`src/design/sleep_mask_cfg.svh`:
```
// Offsets, field positions, reset values and event slots of the mask bank
`ifndef SLEEP_MASK_CFG_SVH
`define SLEEP_MASK_CFG_SVH

// Register offsets
`define OFS_SYSTEM_SLEEP_STATE      8'he4
`define OFS_SLEEP1_INPUT_MASK       8'he5
`define OFS_SLEEP1_FAN_MASK         8'he6
`define OFS_SLEEP3_INPUT_MASK       8'he7
`define OFS_SLEEP3_FAN_MASK         8'he8
`define OFS_SLEEP3_VOLT_TEMP_MASK   8'he9
`define OFS_SLEEP45_INPUT_MASK      8'hea
`define OFS_SLEEP45_VOLT_TEMP_MASK  8'heb
`define OFS_INPUT_ERROR_MASK        8'hec
`define OFS_ASSORTED_ERROR_MASK     8'hed
`define OFS_ZONE1_TEMP_OFFSET       8'hee
`define OFS_ZONE2_TEMP_OFFSET       8'hef

// Reset values
`define RST_SLEEP_STATE             2'h3
`define RST_INPUT_MASK              8'hff
`define RST_FAN_MASK                4'hf
`define RST_VOLT_TEMP_MASK          4'h7
`define RST_ASSORTED_MASK           6'h3f
`define RST_ZONE_OFFSET             6'h00

// Field positions
`define FLD_VT_TEMP_BIT             3
`define FLD_ASSORTED_VRD_LSB        0
`define FLD_ASSORTED_TERM_LSB       2
`define FLD_ASSORTED_DVCC_LSB       4

// Slots in the error event vector
`define EV_GPI_LSB                  0
`define EV_FAN_LSB                  8
`define EV_ANALOG_LSB               12
`define EV_ZTEMP_LSB                15
`define EV_ZDIODE_LSB               17
`define EV_VRD_LSB                  19
`define EV_TERM_LSB                 21
`define EV_DVCC_LSB                 23
`define EV_COUNT                    25

// Zone temperature width and offset width
`define TEMP_WIDTH                  8
`define OFFSET_WIDTH                6

`endif

```
`src/design/sleep_mask_pkg.sv`:
```
// Types shared by the sleep-state error mask bank
`include "sleep_mask_cfg.svh"

package sleep_mask_pkg;

    typedef enum logic [1:0] {
        SLEEP_WORKING,
        SLEEP_S1,
        SLEEP_S3,
        SLEEP_S45
    } sleep_state_t;

    typedef logic [`EV_COUNT-1:0] error_vec_t;

    typedef struct packed {
        sleep_state_t                sleep_state_field;
        logic [7:0]                  sleep1_input;
        logic [3:0]                  sleep1_fan;
        logic [7:0]                  sleep3_input;
        logic [3:0]                  sleep3_fan;
        logic [3:0]                  sleep3_volt_temp;
        logic [7:0]                  sleep45_input;
        logic [3:0]                  sleep45_volt_temp;
        logic [7:0]                  input_error;
        logic [5:0]                  assorted;
        logic [`OFFSET_WIDTH-1:0]    zone1_offset_field;
        logic [`OFFSET_WIDTH-1:0]    zone2_offset_field;
        logic [7:0]                  rdata;
        logic                        rvalid;
        error_vec_t                  error_event;
        logic [7:0]                  input_level;
    } mask_state_t;

    typedef struct packed {
        logic [`TEMP_WIDTH-1:0]      temp;
        logic                        valid;
    } adjust_state_t;

endpackage : sleep_mask_pkg

```
`src/design/temp_adjust_if.sv`:
```
// Raw and adjusted zone temperature between the bank and its offset adder
`timescale 1ns/1ns
`default_nettype none
`include "sleep_mask_cfg.svh"

interface temp_adjust_if;
    logic [`TEMP_WIDTH-1:0]   raw;
    logic                     raw_valid;
    logic [`OFFSET_WIDTH-1:0] offset;
    logic [`TEMP_WIDTH-1:0]   adjusted;
    logic                     adjusted_valid;

    modport feed  (output raw, output raw_valid, output offset, input adjusted, input adjusted_valid);
    modport adder (input raw, input raw_valid, input offset, output adjusted, output adjusted_valid);
endinterface : temp_adjust_if

`default_nettype wire

```
`src/design/zone_temp_adjust.sv`:
```
// Adds a signed zone offset to each temperature measurement, saturating
`timescale 1ns/1ns
`default_nettype none
`include "sleep_mask_cfg.svh"

module zone_temp_adjust (
    input  wire logic         clk_sys_i,
    input  wire logic         sys_rst_i,
    temp_adjust_if.adder      link
);

    localparam int SUM_W = `TEMP_WIDTH + 1;
    localparam logic signed [SUM_W-1:0] TEMP_MAX = SUM_W'(signed'(2 ** (`TEMP_WIDTH - 1) - 1));
    localparam logic signed [SUM_W-1:0] TEMP_MIN = -SUM_W'(signed'(2 ** (`TEMP_WIDTH - 1)));

    sleep_mask_pkg::adjust_state_t q, d;
    logic signed [SUM_W-1:0] sum;

    // -------------------------------------------------------------
    // Offset addition
    // -------------------------------------------------------------
    always_comb
    begin
        sum = SUM_W'(signed'(link.raw)) + SUM_W'(signed'(link.offset));
        d = q;
        d.valid = link.raw_valid;
        if (link.raw_valid)
        begin
            // Saturate so a large offset cannot wrap hot into cold
            if (sum > TEMP_MAX)
                d.temp = TEMP_MAX[`TEMP_WIDTH-1:0];
            else if (sum < TEMP_MIN)
                d.temp = TEMP_MIN[`TEMP_WIDTH-1:0];
            else
                d.temp = sum[`TEMP_WIDTH-1:0];
        end
    end

    always_ff @(posedge clk_sys_i)
    begin
        if (sys_rst_i)
            q <= '0;
        else
            q <= d;
    end

    assign link.adjusted       = q.temp;
    assign link.adjusted_valid = q.valid;

endmodule : zone_temp_adjust

`default_nettype wire

```
`src/design/sleep_state_error_masking.sv`:
```
// Sleep-state and sleep-independent error masking with zone temperature offsets
//
// Functional notes
// RQ1 - Sleep field 00 working, 01 S1, 10 S3, 11 S4/5
// RQ2 - Host keeps sleep field equal to system state
// RQ3 - Sleep states mask by own registers plus standard set
// RQ4 - Reset forces sleep field to S4/5
// RQ5 - S1 input mask bits suppress inputs 0-7
// RQ6 - S1 fan mask suppresses fans 1-4, resets 0Fh
// RQ7 - S3 input mask bits suppress inputs 0-7
// RQ8 - S3 fan mask suppresses fans 1-4, upper reserved
// RQ9 - S3 volt mask bits 0-2 suppress analog 12-14
// RQ10 - S3 volt bit 3 suppresses zone temp, diode faults
// RQ11 - S4/5 input mask bits suppress inputs 0-7
// RQ12 - S4/5 volt mask: analog 12-14, zone temp/diode
// RQ13 - Input error mask suppresses inputs in every state
// RQ14 - Input mask spares live input state
// RQ15 - Assorted mask: regulator hot and termination events
// RQ16 - Assorted bits 4-5 suppress dynamic core voltage
// RQ17 - Zone 1 signed offset added to each measurement
// RQ18 - Offset +31 to -32; adjusted value used everywhere
// RQ19 - Zone 2 offset likewise; both reset zero
// RQ20 - Global mask bit suppresses all error events
// RQ21 - Any applicable mask set means event suppressed
`timescale 1ns/1ns
`default_nettype none
`include "sleep_mask_cfg.svh"

module sleep_state_error_masking #(
    parameter logic [`EV_COUNT-1:0] STD_SLEEP1_MASK  = '0,
    parameter logic [`EV_COUNT-1:0] STD_SLEEP3_MASK  = '0,
    parameter logic [`EV_COUNT-1:0] STD_SLEEP45_MASK = '0,
    parameter int                   NUM_ZONES        = 2
) (
    input  wire logic                   clk_sys_i,
    input  wire logic                   sys_rst_i,
    // Register access
    input  wire logic [7:0]             reg_addr_i,
    input  wire logic [7:0]             reg_wdata_i,
    input  wire logic                   reg_write_i,
    input  wire logic                   reg_read_i,
    output logic      [7:0]             reg_rdata_o,
    output logic                        reg_rvalid_o,
    // Global mask from the configuration register
    input  wire logic                   global_error_mask_bit_i,
    // Raw error events
    input  wire logic [7:0]             input_error_i,
    input  wire logic [3:0]             fan_error_i,
    input  wire logic [2:0]             analog_error_i,
    input  wire logic [1:0]             zone_temp_error_i,
    input  wire logic [1:0]             zone_diode_error_i,
    input  wire logic [1:0]             regulator_hot_input_i,
    input  wire logic [1:0]             termination_sense_input_i,
    input  wire logic [1:0]             core_volt_dynamic_error_i,
    // Live input levels
    input  wire logic [7:0]             input_level_i,
    output logic      [7:0]             input_level_o,
    // Events that reach the status registers
    output logic      [`EV_COUNT-1:0]   error_event_o,
    output logic      [1:0]             sleep_state_field_o,
    // Zone temperatures
    input  wire logic [`TEMP_WIDTH-1:0] zone1_temp_raw_i,
    input  wire logic                   zone1_temp_raw_valid_i,
    input  wire logic [`TEMP_WIDTH-1:0] zone2_temp_raw_i,
    input  wire logic                   zone2_temp_raw_valid_i,
    output logic      [`TEMP_WIDTH-1:0] zone1_temp_o,
    output logic                        zone1_temp_valid_o,
    output logic      [`TEMP_WIDTH-1:0] zone2_temp_o,
    output logic                        zone2_temp_valid_o
);

    // -------------------------------------------------------------
    // Elaboration checks
    // -------------------------------------------------------------
    if (NUM_ZONES != 2)
    begin : g_bad_zones
        $error("Only two adjustable zones are supported");
    end

    if (`TEMP_WIDTH < `OFFSET_WIDTH + 1)
    begin : g_bad_width
        $error("Temperature narrower than offset range");
    end

    // -------------------------------------------------------------
    // State
    // -------------------------------------------------------------
    sleep_mask_pkg::mask_state_t q, d;
    sleep_mask_pkg::error_vec_t  raw_events;
    sleep_mask_pkg::error_vec_t  sleep_mask;
    sleep_mask_pkg::error_vec_t  fixed_mask;
    sleep_mask_pkg::error_vec_t  suppress;
    logic [7:0]                  rd_mux;

    temp_adjust_if zone_link [NUM_ZONES] ();

    assign raw_events = {core_volt_dynamic_error_i,
                         termination_sense_input_i,
                         regulator_hot_input_i,
                         zone_diode_error_i,
                         zone_temp_error_i,
                         analog_error_i,
                         fan_error_i,
                         input_error_i};

    // -------------------------------------------------------------
    // Mask selection
    // -------------------------------------------------------------
    always_comb
    begin
        sleep_mask = '0;
        unique case (q.sleep_state_field)                                         // [RQ1] [RQ3]
            sleep_mask_pkg::SLEEP_WORKING:
            begin
                sleep_mask = '0;
            end
            sleep_mask_pkg::SLEEP_S1:
            begin
                sleep_mask = STD_SLEEP1_MASK;
                sleep_mask[`EV_GPI_LSB +: 8] |= q.sleep1_input; // [RQ5]
                sleep_mask[`EV_FAN_LSB +: 4] |= q.sleep1_fan; // [RQ6]
            end
            sleep_mask_pkg::SLEEP_S3:
            begin
                sleep_mask = STD_SLEEP3_MASK;
                sleep_mask[`EV_GPI_LSB +: 8] |= q.sleep3_input; // [RQ7]
                sleep_mask[`EV_FAN_LSB +: 4] |= q.sleep3_fan; // [RQ8]
                sleep_mask[`EV_ANALOG_LSB +: 3]
                    |= q.sleep3_volt_temp[2:0]; // [RQ9]
                sleep_mask[`EV_ZTEMP_LSB +: 2]
                    |= {2{q.sleep3_volt_temp[`FLD_VT_TEMP_BIT]}}; // [RQ10]
                sleep_mask[`EV_ZDIODE_LSB +: 2]
                    |= {2{q.sleep3_volt_temp[`FLD_VT_TEMP_BIT]}}; // [RQ10]
            end
            sleep_mask_pkg::SLEEP_S45:
            begin
                sleep_mask = STD_SLEEP45_MASK;
                sleep_mask[`EV_GPI_LSB +: 8] |= q.sleep45_input; // [RQ11]
                sleep_mask[`EV_ANALOG_LSB +: 3]
                    |= q.sleep45_volt_temp[2:0]; // [RQ12]
                sleep_mask[`EV_ZTEMP_LSB +: 2]
                    |= {2{q.sleep45_volt_temp[`FLD_VT_TEMP_BIT]}}; // [RQ12]
                sleep_mask[`EV_ZDIODE_LSB +: 2]
                    |= {2{q.sleep45_volt_temp[`FLD_VT_TEMP_BIT]}}; // [RQ12]
            end
        endcase
    end

    always_comb
    begin
        fixed_mask = '0;
        fixed_mask[`EV_GPI_LSB +: 8]  = q.input_error;                              // [RQ13]
        fixed_mask[`EV_VRD_LSB +: 2]  = q.assorted[`FLD_ASSORTED_VRD_LSB +: 2];     // [RQ15]
        fixed_mask[`EV_TERM_LSB +: 2] = q.assorted[`FLD_ASSORTED_TERM_LSB +: 2];    // [RQ15]
        fixed_mask[`EV_DVCC_LSB +: 2] = q.assorted[`FLD_ASSORTED_DVCC_LSB +: 2];    // [RQ16]
    end

    // Global mask leaves every mask register untouched
    assign suppress = {`EV_COUNT{global_error_mask_bit_i}}                         // [RQ20]
                    | fixed_mask | sleep_mask;                                      // [RQ21]

    // -------------------------------------------------------------
    // Read mux
    // -------------------------------------------------------------
    always_comb
    begin
        rd_mux = 8'h00;
        unique case (reg_addr_i)
            `OFS_SYSTEM_SLEEP_STATE:     rd_mux = {6'h00, q.sleep_state_field};
            `OFS_SLEEP1_INPUT_MASK:      rd_mux = q.sleep1_input;
            `OFS_SLEEP1_FAN_MASK:        rd_mux = {4'h0, q.sleep1_fan};
            `OFS_SLEEP3_INPUT_MASK:      rd_mux = q.sleep3_input;
            `OFS_SLEEP3_FAN_MASK:        rd_mux = {4'h0, q.sleep3_fan};
            `OFS_SLEEP3_VOLT_TEMP_MASK:  rd_mux = {4'h0, q.sleep3_volt_temp};
            `OFS_SLEEP45_INPUT_MASK:     rd_mux = q.sleep45_input;
            `OFS_SLEEP45_VOLT_TEMP_MASK: rd_mux = {4'h0, q.sleep45_volt_temp};
            `OFS_INPUT_ERROR_MASK:       rd_mux = q.input_error;
            `OFS_ASSORTED_ERROR_MASK:    rd_mux = {2'h0, q.assorted};
            `OFS_ZONE1_TEMP_OFFSET:      rd_mux = {2'h0, q.zone1_offset_field};
            `OFS_ZONE2_TEMP_OFFSET:      rd_mux = {2'h0, q.zone2_offset_field};
            default:                     rd_mux = 8'h00;
        endcase
    end

    // -------------------------------------------------------------
    // Next state
    // -------------------------------------------------------------
    always_comb
    begin
        d = q;
        d.rvalid = reg_read_i;
        if (reg_read_i)
            d.rdata = rd_mux;
        // Reserved bits are dropped on write so they always read zero
        if (reg_write_i)
        begin
            unique case (reg_addr_i)
                `OFS_SYSTEM_SLEEP_STATE:
                    d.sleep_state_field = sleep_mask_pkg::sleep_state_t'(reg_wdata_i[1:0]);  // [RQ1]
                `OFS_SLEEP1_INPUT_MASK:      d.sleep1_input       = reg_wdata_i;
                `OFS_SLEEP1_FAN_MASK:        d.sleep1_fan         = reg_wdata_i[3:0];                // [RQ6]
                `OFS_SLEEP3_INPUT_MASK:      d.sleep3_input       = reg_wdata_i;
                `OFS_SLEEP3_FAN_MASK:        d.sleep3_fan         = reg_wdata_i[3:0];                // [RQ8]
                `OFS_SLEEP3_VOLT_TEMP_MASK:  d.sleep3_volt_temp   = reg_wdata_i[3:0];
                `OFS_SLEEP45_INPUT_MASK:     d.sleep45_input      = reg_wdata_i;
                `OFS_SLEEP45_VOLT_TEMP_MASK: d.sleep45_volt_temp  = reg_wdata_i[3:0];
                `OFS_INPUT_ERROR_MASK:       d.input_error        = reg_wdata_i;
                `OFS_ASSORTED_ERROR_MASK:    d.assorted           = reg_wdata_i[5:0];                // [RQ16]
                `OFS_ZONE1_TEMP_OFFSET:      d.zone1_offset_field = reg_wdata_i[`OFFSET_WIDTH-1:0];  // [RQ17]
                `OFS_ZONE2_TEMP_OFFSET:      d.zone2_offset_field = reg_wdata_i[`OFFSET_WIDTH-1:0];  // [RQ19]
                default:                     d = d;
            endcase
        end
        // Suppressed events never reach the status logic
        d.error_event = raw_events & ~suppress;                                     // [RQ21]
        // Live levels pass untouched by any mask
        d.input_level = input_level_i;                                              // [RQ14]
    end

    always_ff @(posedge clk_sys_i)
    begin
        if (sys_rst_i)
        begin
            q                    <= '0;
            q.sleep_state_field  <= sleep_mask_pkg::sleep_state_t'(`RST_SLEEP_STATE); // [RQ4]
            q.sleep1_input       <= `RST_INPUT_MASK; // [RQ5]
            q.sleep1_fan         <= `RST_FAN_MASK; // [RQ6]
            q.sleep3_input       <= `RST_INPUT_MASK; // [RQ7]
            q.sleep3_fan         <= `RST_FAN_MASK;
            q.sleep3_volt_temp   <= `RST_VOLT_TEMP_MASK; // [RQ9]
            q.sleep45_input      <= `RST_INPUT_MASK; // [RQ11]
            q.sleep45_volt_temp  <= `RST_VOLT_TEMP_MASK; // [RQ12]
            q.input_error        <= `RST_INPUT_MASK; // [RQ13]
            q.assorted           <= `RST_ASSORTED_MASK; // [RQ15]
            q.zone1_offset_field <= `RST_ZONE_OFFSET;
            q.zone2_offset_field <= `RST_ZONE_OFFSET; // [RQ19]
        end
        else
        begin
            q <= d;
        end
    end

    // -------------------------------------------------------------
    // Zone offset adders
    // -------------------------------------------------------------
    // Adjusted value is the only temperature handed onward
    assign zone_link[0].raw       = zone1_temp_raw_i;
    assign zone_link[0].raw_valid = zone1_temp_raw_valid_i;
    assign zone_link[0].offset    = q.zone1_offset_field;                           // [RQ17]
    assign zone_link[1].raw       = zone2_temp_raw_i;
    assign zone_link[1].raw_valid = zone2_temp_raw_valid_i;
    assign zone_link[1].offset    = q.zone2_offset_field;                           // [RQ19]

    for (genvar z = 0; z < NUM_ZONES; z++)
    begin : g_zone
        zone_temp_adjust u_adjust (
            .clk_sys_i (clk_sys_i),
            .sys_rst_i (sys_rst_i),
            .link      (zone_link[z])                                               // [RQ18]
        );
    end

    assign zone1_temp_o       = zone_link[0].adjusted;
    assign zone1_temp_valid_o = zone_link[0].adjusted_valid;
    assign zone2_temp_o       = zone_link[1].adjusted;
    assign zone2_temp_valid_o = zone_link[1].adjusted_valid;

    // -------------------------------------------------------------
    // Outputs
    // -------------------------------------------------------------
    assign reg_rdata_o         = q.rdata;
    assign reg_rvalid_o        = q.rvalid;
    assign error_event_o       = q.error_event;
    assign input_level_o       = q.input_level;
    assign sleep_state_field_o = q.sleep_state_field;

endmodule : sleep_state_error_masking

`default_nettype wire

```
`config.mk`:
```
export PLATFORM = sky130hd
export DESIGN_NAME = sleep_state_error_masking
export DESIGN_NICKNAME = d
export VERILOG_FILES = /design/src/design/sleep_mask_pkg.sv /design/src/design/temp_adjust_if.sv /design/src/design/zone_temp_adjust.sv /design/src/design/sleep_state_error_masking.sv
export VERILOG_INCLUDE_DIRS = /design/src /design/src/design
export SDC_FILE = /design/constraint.sdc
export NUM_CORES = 1
export LEC_CHECK = 0
export ABC_CLOCK_PERIOD_IN_PS = 2900
export BUFFER_PORTS_ARGS = -buffer_cell sky130_fd_sc_hd__clkbuf_2
export CORE_MARGIN = 4
export CORE_UTILIZATION = 55
export DETAILED_ROUTE_END_ITERATION = 6
export HOLD_SLACK_MARGIN = 0.12
export PLACE_DENSITY_LB_ADDON = 0.25
export SYNTH_ARGS = -nofsm -noshare
export SYNTH_HDL_FRONTEND = slang
export SYNTH_SLANG_ARGS = --single-unit
export TNS_END_PERCENT = 50
```
`constraint.sdc`:
```
create_clock -name clk_sys_i -period 2.9 [get_ports clk_sys_i]
set_clock_uncertainty 0.15 [all_clocks]
set_input_delay 0.145 -clock clk_sys_i [delete_from_list [all_inputs] [get_ports clk_sys_i]]
set_output_delay 0.145 -clock clk_sys_i [all_outputs]
set_load 0.02 [all_outputs]
```
# Word level (Yosys, flattened, before mapping)
# Index checks and enable logic that the tools add are counted.
classes:
  add_sub_neg: 2
  magnitude_cmp: 4
  eq_ne: 15
  n_mux: 7
  bitwise_logic: 4
  n_reduce_logical: 13
ops:
  columns: ["operator", "n"]
  rows:
  - ["$pmux 25 s4", 1]
  - ["$eq 8x8->1 const B", 12]
  - ["$pmux 8 s12", 1]
  - ["$or 25x25->25", 2]
  - ["$mux 8", 5]
  - ["$and 25x25->25", 1]
  - ["$not 25->25", 1]
  - ["$reduce_and 2->1", 12]
  - ["$add 8x6->9", 2]
  - ["$gt 9x8->1 const B", 2]
  - ["$lt 9x8->1 const B", 2]
  - ["$eq 2x2->1 const B", 2]
  - ["$eq 2x1->1 const B", 1]
  - ["$logic_not 2->1", 1]
word_totals:
  ff_bits: 128
  out_inout_bits: 62
  word_cells: 65

# Logic depth before layout (Yosys ltp)
# Gate-level depths: netlist (run 1).
logic_depth:
  word_depth: 5
  depth_mapped: 9
  depth_no_buf: 8

# Cells and area by module
# From an unflattened synthesis (run 1), not the netlist that was laid out.
hier_totals:
  hier_cells: 760
  area_unflattened_um2: 6761.5
modules_own_cells:
  columns: ["mod", "instances", "cells_per_inst", "area_per_inst_um2", "seq_area_each_um2"]
  rows:
  - ["sleep_state_error_masking", 1, 580, 5149.9, 2202.1]
  - ["zone_temp_adjust", 2, 90, 805.8, 180.2]

# Worst setup path before layout (run 1)
# OpenSTA, ideal clock, no wires.
synth_timing:
  path_type: "register -> register"
  startpoint: "reg q (netlist bit zone_link[0].offset[0])"
  endpoint: "reg g_zone[0].u_adjust.q (netlist bit g_zone[0].u_adjust.link.adjusted[6])"
  setup_ns: 0.101
  arrival_ns: 2.038
  required_ns: 2.649
  slack_ns: 0.611
  stages_incl_launch_ff: 9
  period_less_slack_ns: 2.289
  path_cell_list: "dfxtp_1 -> ha_1 -> fa_1 -> a211oi_1 -> o21bai_1 -> a21oi_1 -> xnor2_1 -> a211oi_1 -> o41ai_1"
synth_via:
  elab_chain_len: 4
  elab_cells_between_ends: 5
synth_rtl:
  columns: ["element", "line_no", "rtl"]
  rows:
  - ["start, declared", "sleep_state_error_masking.sv:88", "sleep_mask_pkg::mask_state_t q, d;"]
  - ["$add 8x6->9 *", "zone_temp_adjust.sv:24", "sum = SUM_W'(signed'(link.raw)) + SUM_W'(signed'(link.offset));"]
  - ["$lt 9x8->1", "zone_temp_adjust.sv:32", "else if (sum < TEMP_MIN)"]
  - ["$mux 8", "zone_temp_adjust.sv:32", null]
  - ["$mux 8 *", "zone_temp_adjust.sv:30", "if (sum > TEMP_MAX)"]
  - ["end signal, assigned", "zone_temp_adjust.sv:42", "q <= '0;"]
  - ["end signal, assigned", "zone_temp_adjust.sv:44", "q <= d;"]
  - ["end, declared", "zone_temp_adjust.sv:16", "sleep_mask_pkg::adjust_state_t q, d;"]
# Every way passes the cells marked *; elsewhere a longest branch is shown, timed or not.
# A chain may end at the register's enable or synchronous reset.

# Final worst setup path (run 1)
layout_timing:
  startpoint: "in zone1_temp_raw_i[0]"
  endpoint: "reg g_zone[0].u_adjust.q (netlist bit g_zone[0].u_adjust.link.adjusted[6])"
layout_via:
  elab_chain_len: 4
  elab_cells_between_ends: 5
layout_rtl:
  columns: ["element", "line_no", "rtl"]
  rows:
  - ["start, declared", "sleep_state_error_masking.sv:62", "input wire logic [`TEMP_WIDTH-1:0] zone1_temp_raw_i,"]
  - ["$add 8x6->9 *", "zone_temp_adjust.sv:24", null]
  - ["$lt 9x8->1", "zone_temp_adjust.sv:32", null]
  - ["$mux 8", "zone_temp_adjust.sv:32", null]
  - ["$mux 8 *", "zone_temp_adjust.sv:30", null]
# Marks and branches as above.

==> flow_summary_export.csv, run 1 <==
group,metric,value,unit
status,status,"finished clean",
sta,fmax,384,MHz
synthesis,synth_area_leader_cell,"dfxtp_1",
pwr,p_per_area,536,mW/mm^2
synthesis,synth_ff_type,"dfxtp_1",
clocking,clock_path_buffers,2,
final_layout,antennaDiodeCount,0,
critical_path,cp_max_fo,3,
floorplanning,core,0.0115,mm^2
floorplanning,fp.dieH,117,um
synthesis,synth_cell_types,66,
route,wire_per_inst,17.8,um
sta,setup-violations-final,0,
hold_path,hp-class,"input port to flip-flop",
sta,rsz0062_at_grt,"false",
synthesis,syn_nets,781,
floorplanning,io_pins,134,
grt,grt-ovfl-total,0,
route,via_per_inst,5.72,
clocking,cts.clk_slew.worst_paths,0.05,ns
synthesis,synth_area,0.00650,mm^2
final_layout,nets,917,
final_layout,utilization,70.3,%
sta,period_share,89.8,%
clocking,cts_resized,0,
critical_path,crit_path_end_kind,"flip-flop",
sta,worst_pin_slew,0.699,ns
clocking,htreeDepth,4,
synthesis,avgSynthCellArea,9.41,um^2
floorplanning,rows,39,
grt,grt_usage,26.4,%
sta,tns,0,ns
sta,period_minus_slack,2.60,ns
route,first_pass_iters,5,
grt,grt_first_pass_wirelength,28100,um
final_layout,drive_above_1_share,26.8,%
placed_design,post-dp-hpwl,11900,um
placed_design,gp_congestion,0.884,
synthesis,synth-seq-area-share,39.4,%
clocking,cts_setup_buffers,0,
clocking,insertion_delay,0.42,ns
synthesis,async_flop_share,0,%
final_layout,fillers,879,
pwr,p_leak,0.00354,uW
critical_path,path_class,"input port to flip-flop",
final_layout,synthToLayoutAreaGrowth,24.5,%
route,drcViolationCount,0,
grt,grt_pass1_vias,5604,
clocking,hold_buffers,58,
critical_path,startpoint,"zone1_temp_raw_i[0]",
sta,maxSlewViolCount,0,
critical_path,cp-start-kind,"input port",
job,cap_violations,0,
pwr,max-vdd-ir-drop,407,uV
route,drt-total-wl,17500,um
final_layout,multi_input_area,0.00336,mm^2
floorplanning,dieArea,0.0136,mm^2
clocking,cts_tree,"yes",
hold_path,min_from,"global_error_mask_bit_i",
grt,grt_max_degree,55,
sta,hold_viol_final,0,
critical_path,rrSetupSlack,0.34,ns
critical_path,r2r-start,"zone_link[0].offset[0]",
placed_design,port_buffers,133,
route,vias,5613,
synthesis,yosysWarnings,0,
synthesis,synthTopCellsByArea,"dfxtp_1 39%, a211o_1 5.7%, buf_4 5.3%",
clocking,cts_inserted_buffers,17,
synthesis,synth_edf_count,0,
critical_path,cp.arrival,2.77,ns
clocking,clkSinkCount,128,
critical_path,cp_data_required_time,3.06,ns
grt,grt_antenna_before_repair,0,
synthesis,yosysTopAreaCellShare,39.4,%
sta,slew_headroom,53.1,%
clocking,cts_root_buffer,"clkbuf_16",
final_layout,seq_area,0.00256,mm^2
floorplanning,fp.dieW,117,um
floorplanning,start_util,56.5,%
synthesis,synth_cells,691,
synthesis,synth_seq_cells,128,
route,ant_nets,0,
route,drt_iter0_drc,483,
[power by group]
| group | switching [uW] | internal (uW) | leakage, uW | total, uW |
|---|---|---|---|---|
| clock network | 734 | 1390 | 0.000296 | 2130 |
| registers | 14.3 | 1790 | 0.00104 | 1810 |
| logic | 226 | 182 | 0.00220 | 408 |
| total | 974 | 3370 | 0.00354 | 4340 |
[flip-flops by register name, indices dropped and copies added (netlist names)]
name                                 cells
reg_rdata_o                              8
g_zone.u_adjust.link.adjusted           16
zone_link.offset                        12
sleep_state_field_o                      2
g_zone.u_adjust.link.adjusted_valid      2
error_event_o                           25
reg_rvalid_o                             1
q                                       40
fixed_mask                              14
input_level_o                            8
[path summary, 6_finish.rpt]
kind / endpoint / depth (start not counted)
setup / recovery: g_zone[0].u_adjust.link.adjusted[6] / 10
hold / removal: error_event_o[3] / 3
setup reg to reg: g_zone[0].u_adjust.link.adjusted[6] / 8
hold reg to reg: error_event_o[24] / 1
[Yosys cell counts (5+ instances only)]
cell,number
dfxtp_1,128
nand2_1,65
nor2b_1,53
buf_4,46
a211o_1,42
nor2_1,42
clkbuf_1,26
o21ai_0,21
a21oi_1,20
mux2i_1,20
mux2_2,19
ha_1,16
nand3b_1,16
inv_1,15
buf_2,13
a211oi_1,10
mux4_2,8
a311oi_1,7
nand3_1,7
nor3b_1,7
nor4_1,7
xnor2_1,7
a21o_1,5
a221oi_1,5
and2_1,5
and3_1,5
nor3_1,5
[per-stage QoR]
| stage | total power, uW | hold slack, ns | instances | instance area, um^2 | setup slack [ns] |
|---|---|---|---|---|---|
| 6_report | 4340 | 0.128 | 982 | 8100 | 0.296 |
| 2_1_floorplan | 2070 | 0.111 | 691 | 6500 | 0.611 |
| 4_1_cts | 4360 | 0.125 | 982 | 8100 | 0.337 |
| 5_1_grt | 4480 | 0.168 | 982 | 8100 | 0.168 |
| 3_3_place_gp | 2180 | 0.197 | 893 | 6920 | 0.487 |
| 3_5_place_dp | 2190 | 0.198 | 893 | 6920 | 0.435 |
[placed cells by master (no fill, tap or decap), drive strengths merged, types with 8 or more instances in the layout]
| master | netlist | routed |
|---|---|---|
| nor2 | 45 | 45 |
| nand2 | 67 | 67 |
| dlygate4sd3 | 0 | 58 |
| a211o | 42 | 42 |
| nand3b | 16 | 16 |
| o21ai | 23 | 23 |
| nor2b | 53 | 53 |
| a21oi | 20 | 20 |
| inv | 15 | 15 |
| nor3 | 8 | 8 |
| a211oi | 11 | 11 |
| nor3b | 8 | 8 |
| ha | 16 | 16 |
| clkbuf | 26 | 158 |
| dfxtp | 128 | 128 |
| mux2i | 20 | 20 |
| mux2 | 19 | 19 |
| mux4 | 8 | 8 |
| buf | 61 | 14 |
[layout make-up]
class                           count  share of cell area, %
Inverter                           15                  0.696
Clock inverter                      5                  0.927
Timing Repair Buffer              204                   16.6
Multi-Input combinational cell    461                   41.5
Sequential cell                   128                   31.7
Tap cell                          143                   2.21
Clock buffer                       26                   6.41
[layer usage]
layer / part of all wire (%) / vias to the layer above / GRT usage, %
li1: - / 2691 / -
met1: 43 / 2648 / 34.1
met2: 47 / 238 / 43.4
met3: 7.6 / 36 / 6.11
met4: 2.3 / 0 / 9.48
met5: 0 / - / 0
[cell families (layout without fill, tap and decap cells)]
family | Yosys count | after routing | synth area share [%]
mux | 47 | 47 | 9.14
fa+ha+maj | 25 | 25 | 4.83
buf+inv | 102 | 250 | 8.91
compound gates | 142 | 142 | 16.3
xor+xnor | 12 | 12 | 1.85
flops | 128 | 128 | 39.4
simple gates | 235 | 235 | 19.5
[critical path, stage by stage]
cell           delay [ns]
dlygate4sd3_1        0.53
clkbuf_2             0.11
ha_1                 0.23
fa_1                 0.43
a211oi_1             0.35
o21bai_1             0.12
a21oi_1              0.18
xnor2_1              0.20
a211oi_1             0.13
o41ai_1              0.34
(Power assumes the default switching activity.)
==> run 2: changes to the inputs <==
MAX_ROUTING_LAYER = met4   (was not set)
==> run 2 against run 1 <==
  * Global-route usage rose by 1.1 points
  * Sequential power about the same
  * Routed wire length up 1.5%
  * Largest power group unchanged
  * Highest routed layer unchanged
==> flow_summary_export.csv, run 2 (synthesis gave the netlist of run 1 again) <==
group,metric,value,unit
placed_design,gp_congestion,0.914,
final_layout,largest-register,"q",
critical_path,cp_max_fo,3,
critical_path,cp.arrival,2.74,ns
final_layout,final_cell_mix,"132 x clkbuf_2, 128 x dfxtp_1, 65 x nand2_1",
clocking,insertion_delay,0.41,ns
sta,tns,0,ns
pwr,max-vdd-ir-drop,386,uV
route,ant_nets,0,
critical_path,cp_data_required_time,3.06,ns
pwr,p_leak,0.00354,uW
final_layout,multi_input_area,0.00336,mm^2
critical_path,cp-start-kind,"input port",
grt,grt_pass1_vias,5444,
grt,grt_antenna_before_repair,0,
sta,period_share,88.8,%
floorplanning,core,0.0115,mm^2
clocking,cts.clk_slew.worst_paths,0.06,ns
floorplanning,rows,39,
route,vias,5664,
final_layout,drive_above_1_share,26.9,%
grt,grt-ovfl-total,0,
route,drt_iter0_drc,452,
final_layout,fillers,895,
final_layout,nets,918,
route,drcViolationCount,0,
hold_path,hp-class,"input port to flip-flop",
clocking,clkSinkCount,128,
grt,grt_usage,27.5,%
pwr,p_per_area,529,mW/mm^2
sta,rsz0062_at_grt,"false",
sta,slew_headroom,52.8,%
clocking,cts_inserted_buffers,17,
critical_path,path_common_cell,"a211oi_1",
clocking,clock_path_buffers,2,
floorplanning,start_util,56.5,%
clocking,cts_tree,"yes",
sta,period_minus_slack,2.57,ns
placed_design,port_buffers,133,
critical_path,crit_path_end_kind,"flip-flop",
floorplanning,dieArea,0.0136,mm^2
sta,worst_pin_slew,0.703,ns
route,via_per_inst,5.76,
status,status,"finished clean",
clocking,cts_resized,0,
placed_design,post-dp-hpwl,12100,um
sta,finalWorstSetupSlack,0.326,ns
clocking,cts_setup_buffers,0,
final_layout,layout_commonest_cell,"clkbuf_2",
final_layout,synthToLayoutAreaGrowth,24.4,%
route,drt-total-wl,17700,um
floorplanning,fp.dieW,117,um
final_layout,seq_area,0.00256,mm^2
critical_path,crit_path_cell_trace,"dlygate4sd3_1 -> clkbuf_2 -> ha_1 -> fa_1 -> a211oi_1 -> o21bai_1 -> a21oi_1 -> xnor2_1 -> a211oi_1 -> o41ai_1",
placed_design,place_ws,0.346,ns
final_layout,largest_reg_flops,40,
sta,hold_viol_final,0,
floorplanning,io_pins,134,
clocking,cts_root_buffer,"clkbuf_16",
floorplanning,fp.dieH,117,um
final_layout,utilization,70.3,%
critical_path,slowest_stage,"dlygate4sd3_1",
clocking,htreeDepth,4,
route,wire_per_inst,18.0,um
grt,grt_first_pass_wirelength,28000,um
critical_path,path_class,"input port to flip-flop",
sta,fmax,388,MHz
job,cap_violations,0,
grt,grt_max_degree,51,
sta,maxSlewViolCount,0,
route,first_pass_iters,5,
sta,setup-violations-final,0,
critical_path,critPathMaxStageDelay,0.54,ns
final_layout,antennaDiodeCount,0,
==> run 2: changes by cell type in the layout (fill, tap and decap cells not counted) <==
cell / previous run / this run
clkinv_2: 3 / 4
clkbuf_1: 3 / 2
dlygate4sd3_1: 58 / 59
bufinv_16: 2 / 1
clkbuf_8: 6 / 7
==> run 2: routing by layer <==
| layer | global-route usage [%] | share of wire [%] | vias to the layer above |
|---|---|---|---|
| li1 | - | - | 2687 |
| met1 | 34.9 | 43 | 2670 |
| met2 | 42.7 | 47 | 273 |
| met3 | 6.79 | 7.7 | 34 |
| met4 | 9.63 | 2.1 | 0 |
| met5 | - | 0 | - |
==> run 2: area by class of cell <==
class	count	area share [%]
Sequential cell	128	31.7
Inverter	15	0.696
Clock buffer	26	6.54
Tap cell	143	2.21
Multi-Input combinational cell	461	41.5
Clock inverter	5	0.619
Timing Repair Buffer	205	16.7
==> run 2: power breakdown <==
part           switching, uW  internal [uW]
clock network            736           1330
registers               13.9           1790
logic                    228            183
total                    978           3300
==> run 2: worst paths after layout <==
check	from	endpoint	slack (ns)	depth (start not counted)
max	zone1_temp_raw_i[0]	g_zone[0].u_adjust.link.adjusted[6]	0.33	10
min	reg_write_i	q[87]	0.14	4
max reg2reg	zone_link[0].offset[0]	g_zone[0].u_adjust.link.adjusted[6]	0.37	8
min reg2reg	fixed_mask[24]	error_event_o[24]	0.30	1
==> run 2: stage by stage <==
step	area (um^2)	total power [uW]	hold WS, ns	instances
finish	8090	4280	0.141	983
global route	8090	4430	0.148	983
global placement	6920	2180	0.197	893
floorplan	6500	2070	0.111	691
CTS	8090	4300	0.128	983
detailed placement	6920	2190	0.201	893
==> run 2: worst max-delay path, delay by kind of cell <==
family	cells	cell delay, ns
XOR/XNOR	1	0.19
AO/OA/AOI/OAI	5	1.09
adder cells (fa/ha/maj)	2	0.67
buffers and inverters	2	0.65
==> run 2: repair_timing <==
action / in CTS / in global routing
endpoints found under the hold margin: 125 / 0
hold buffers: 59 / 0
endpoints found under the setup margin: 0 / 0
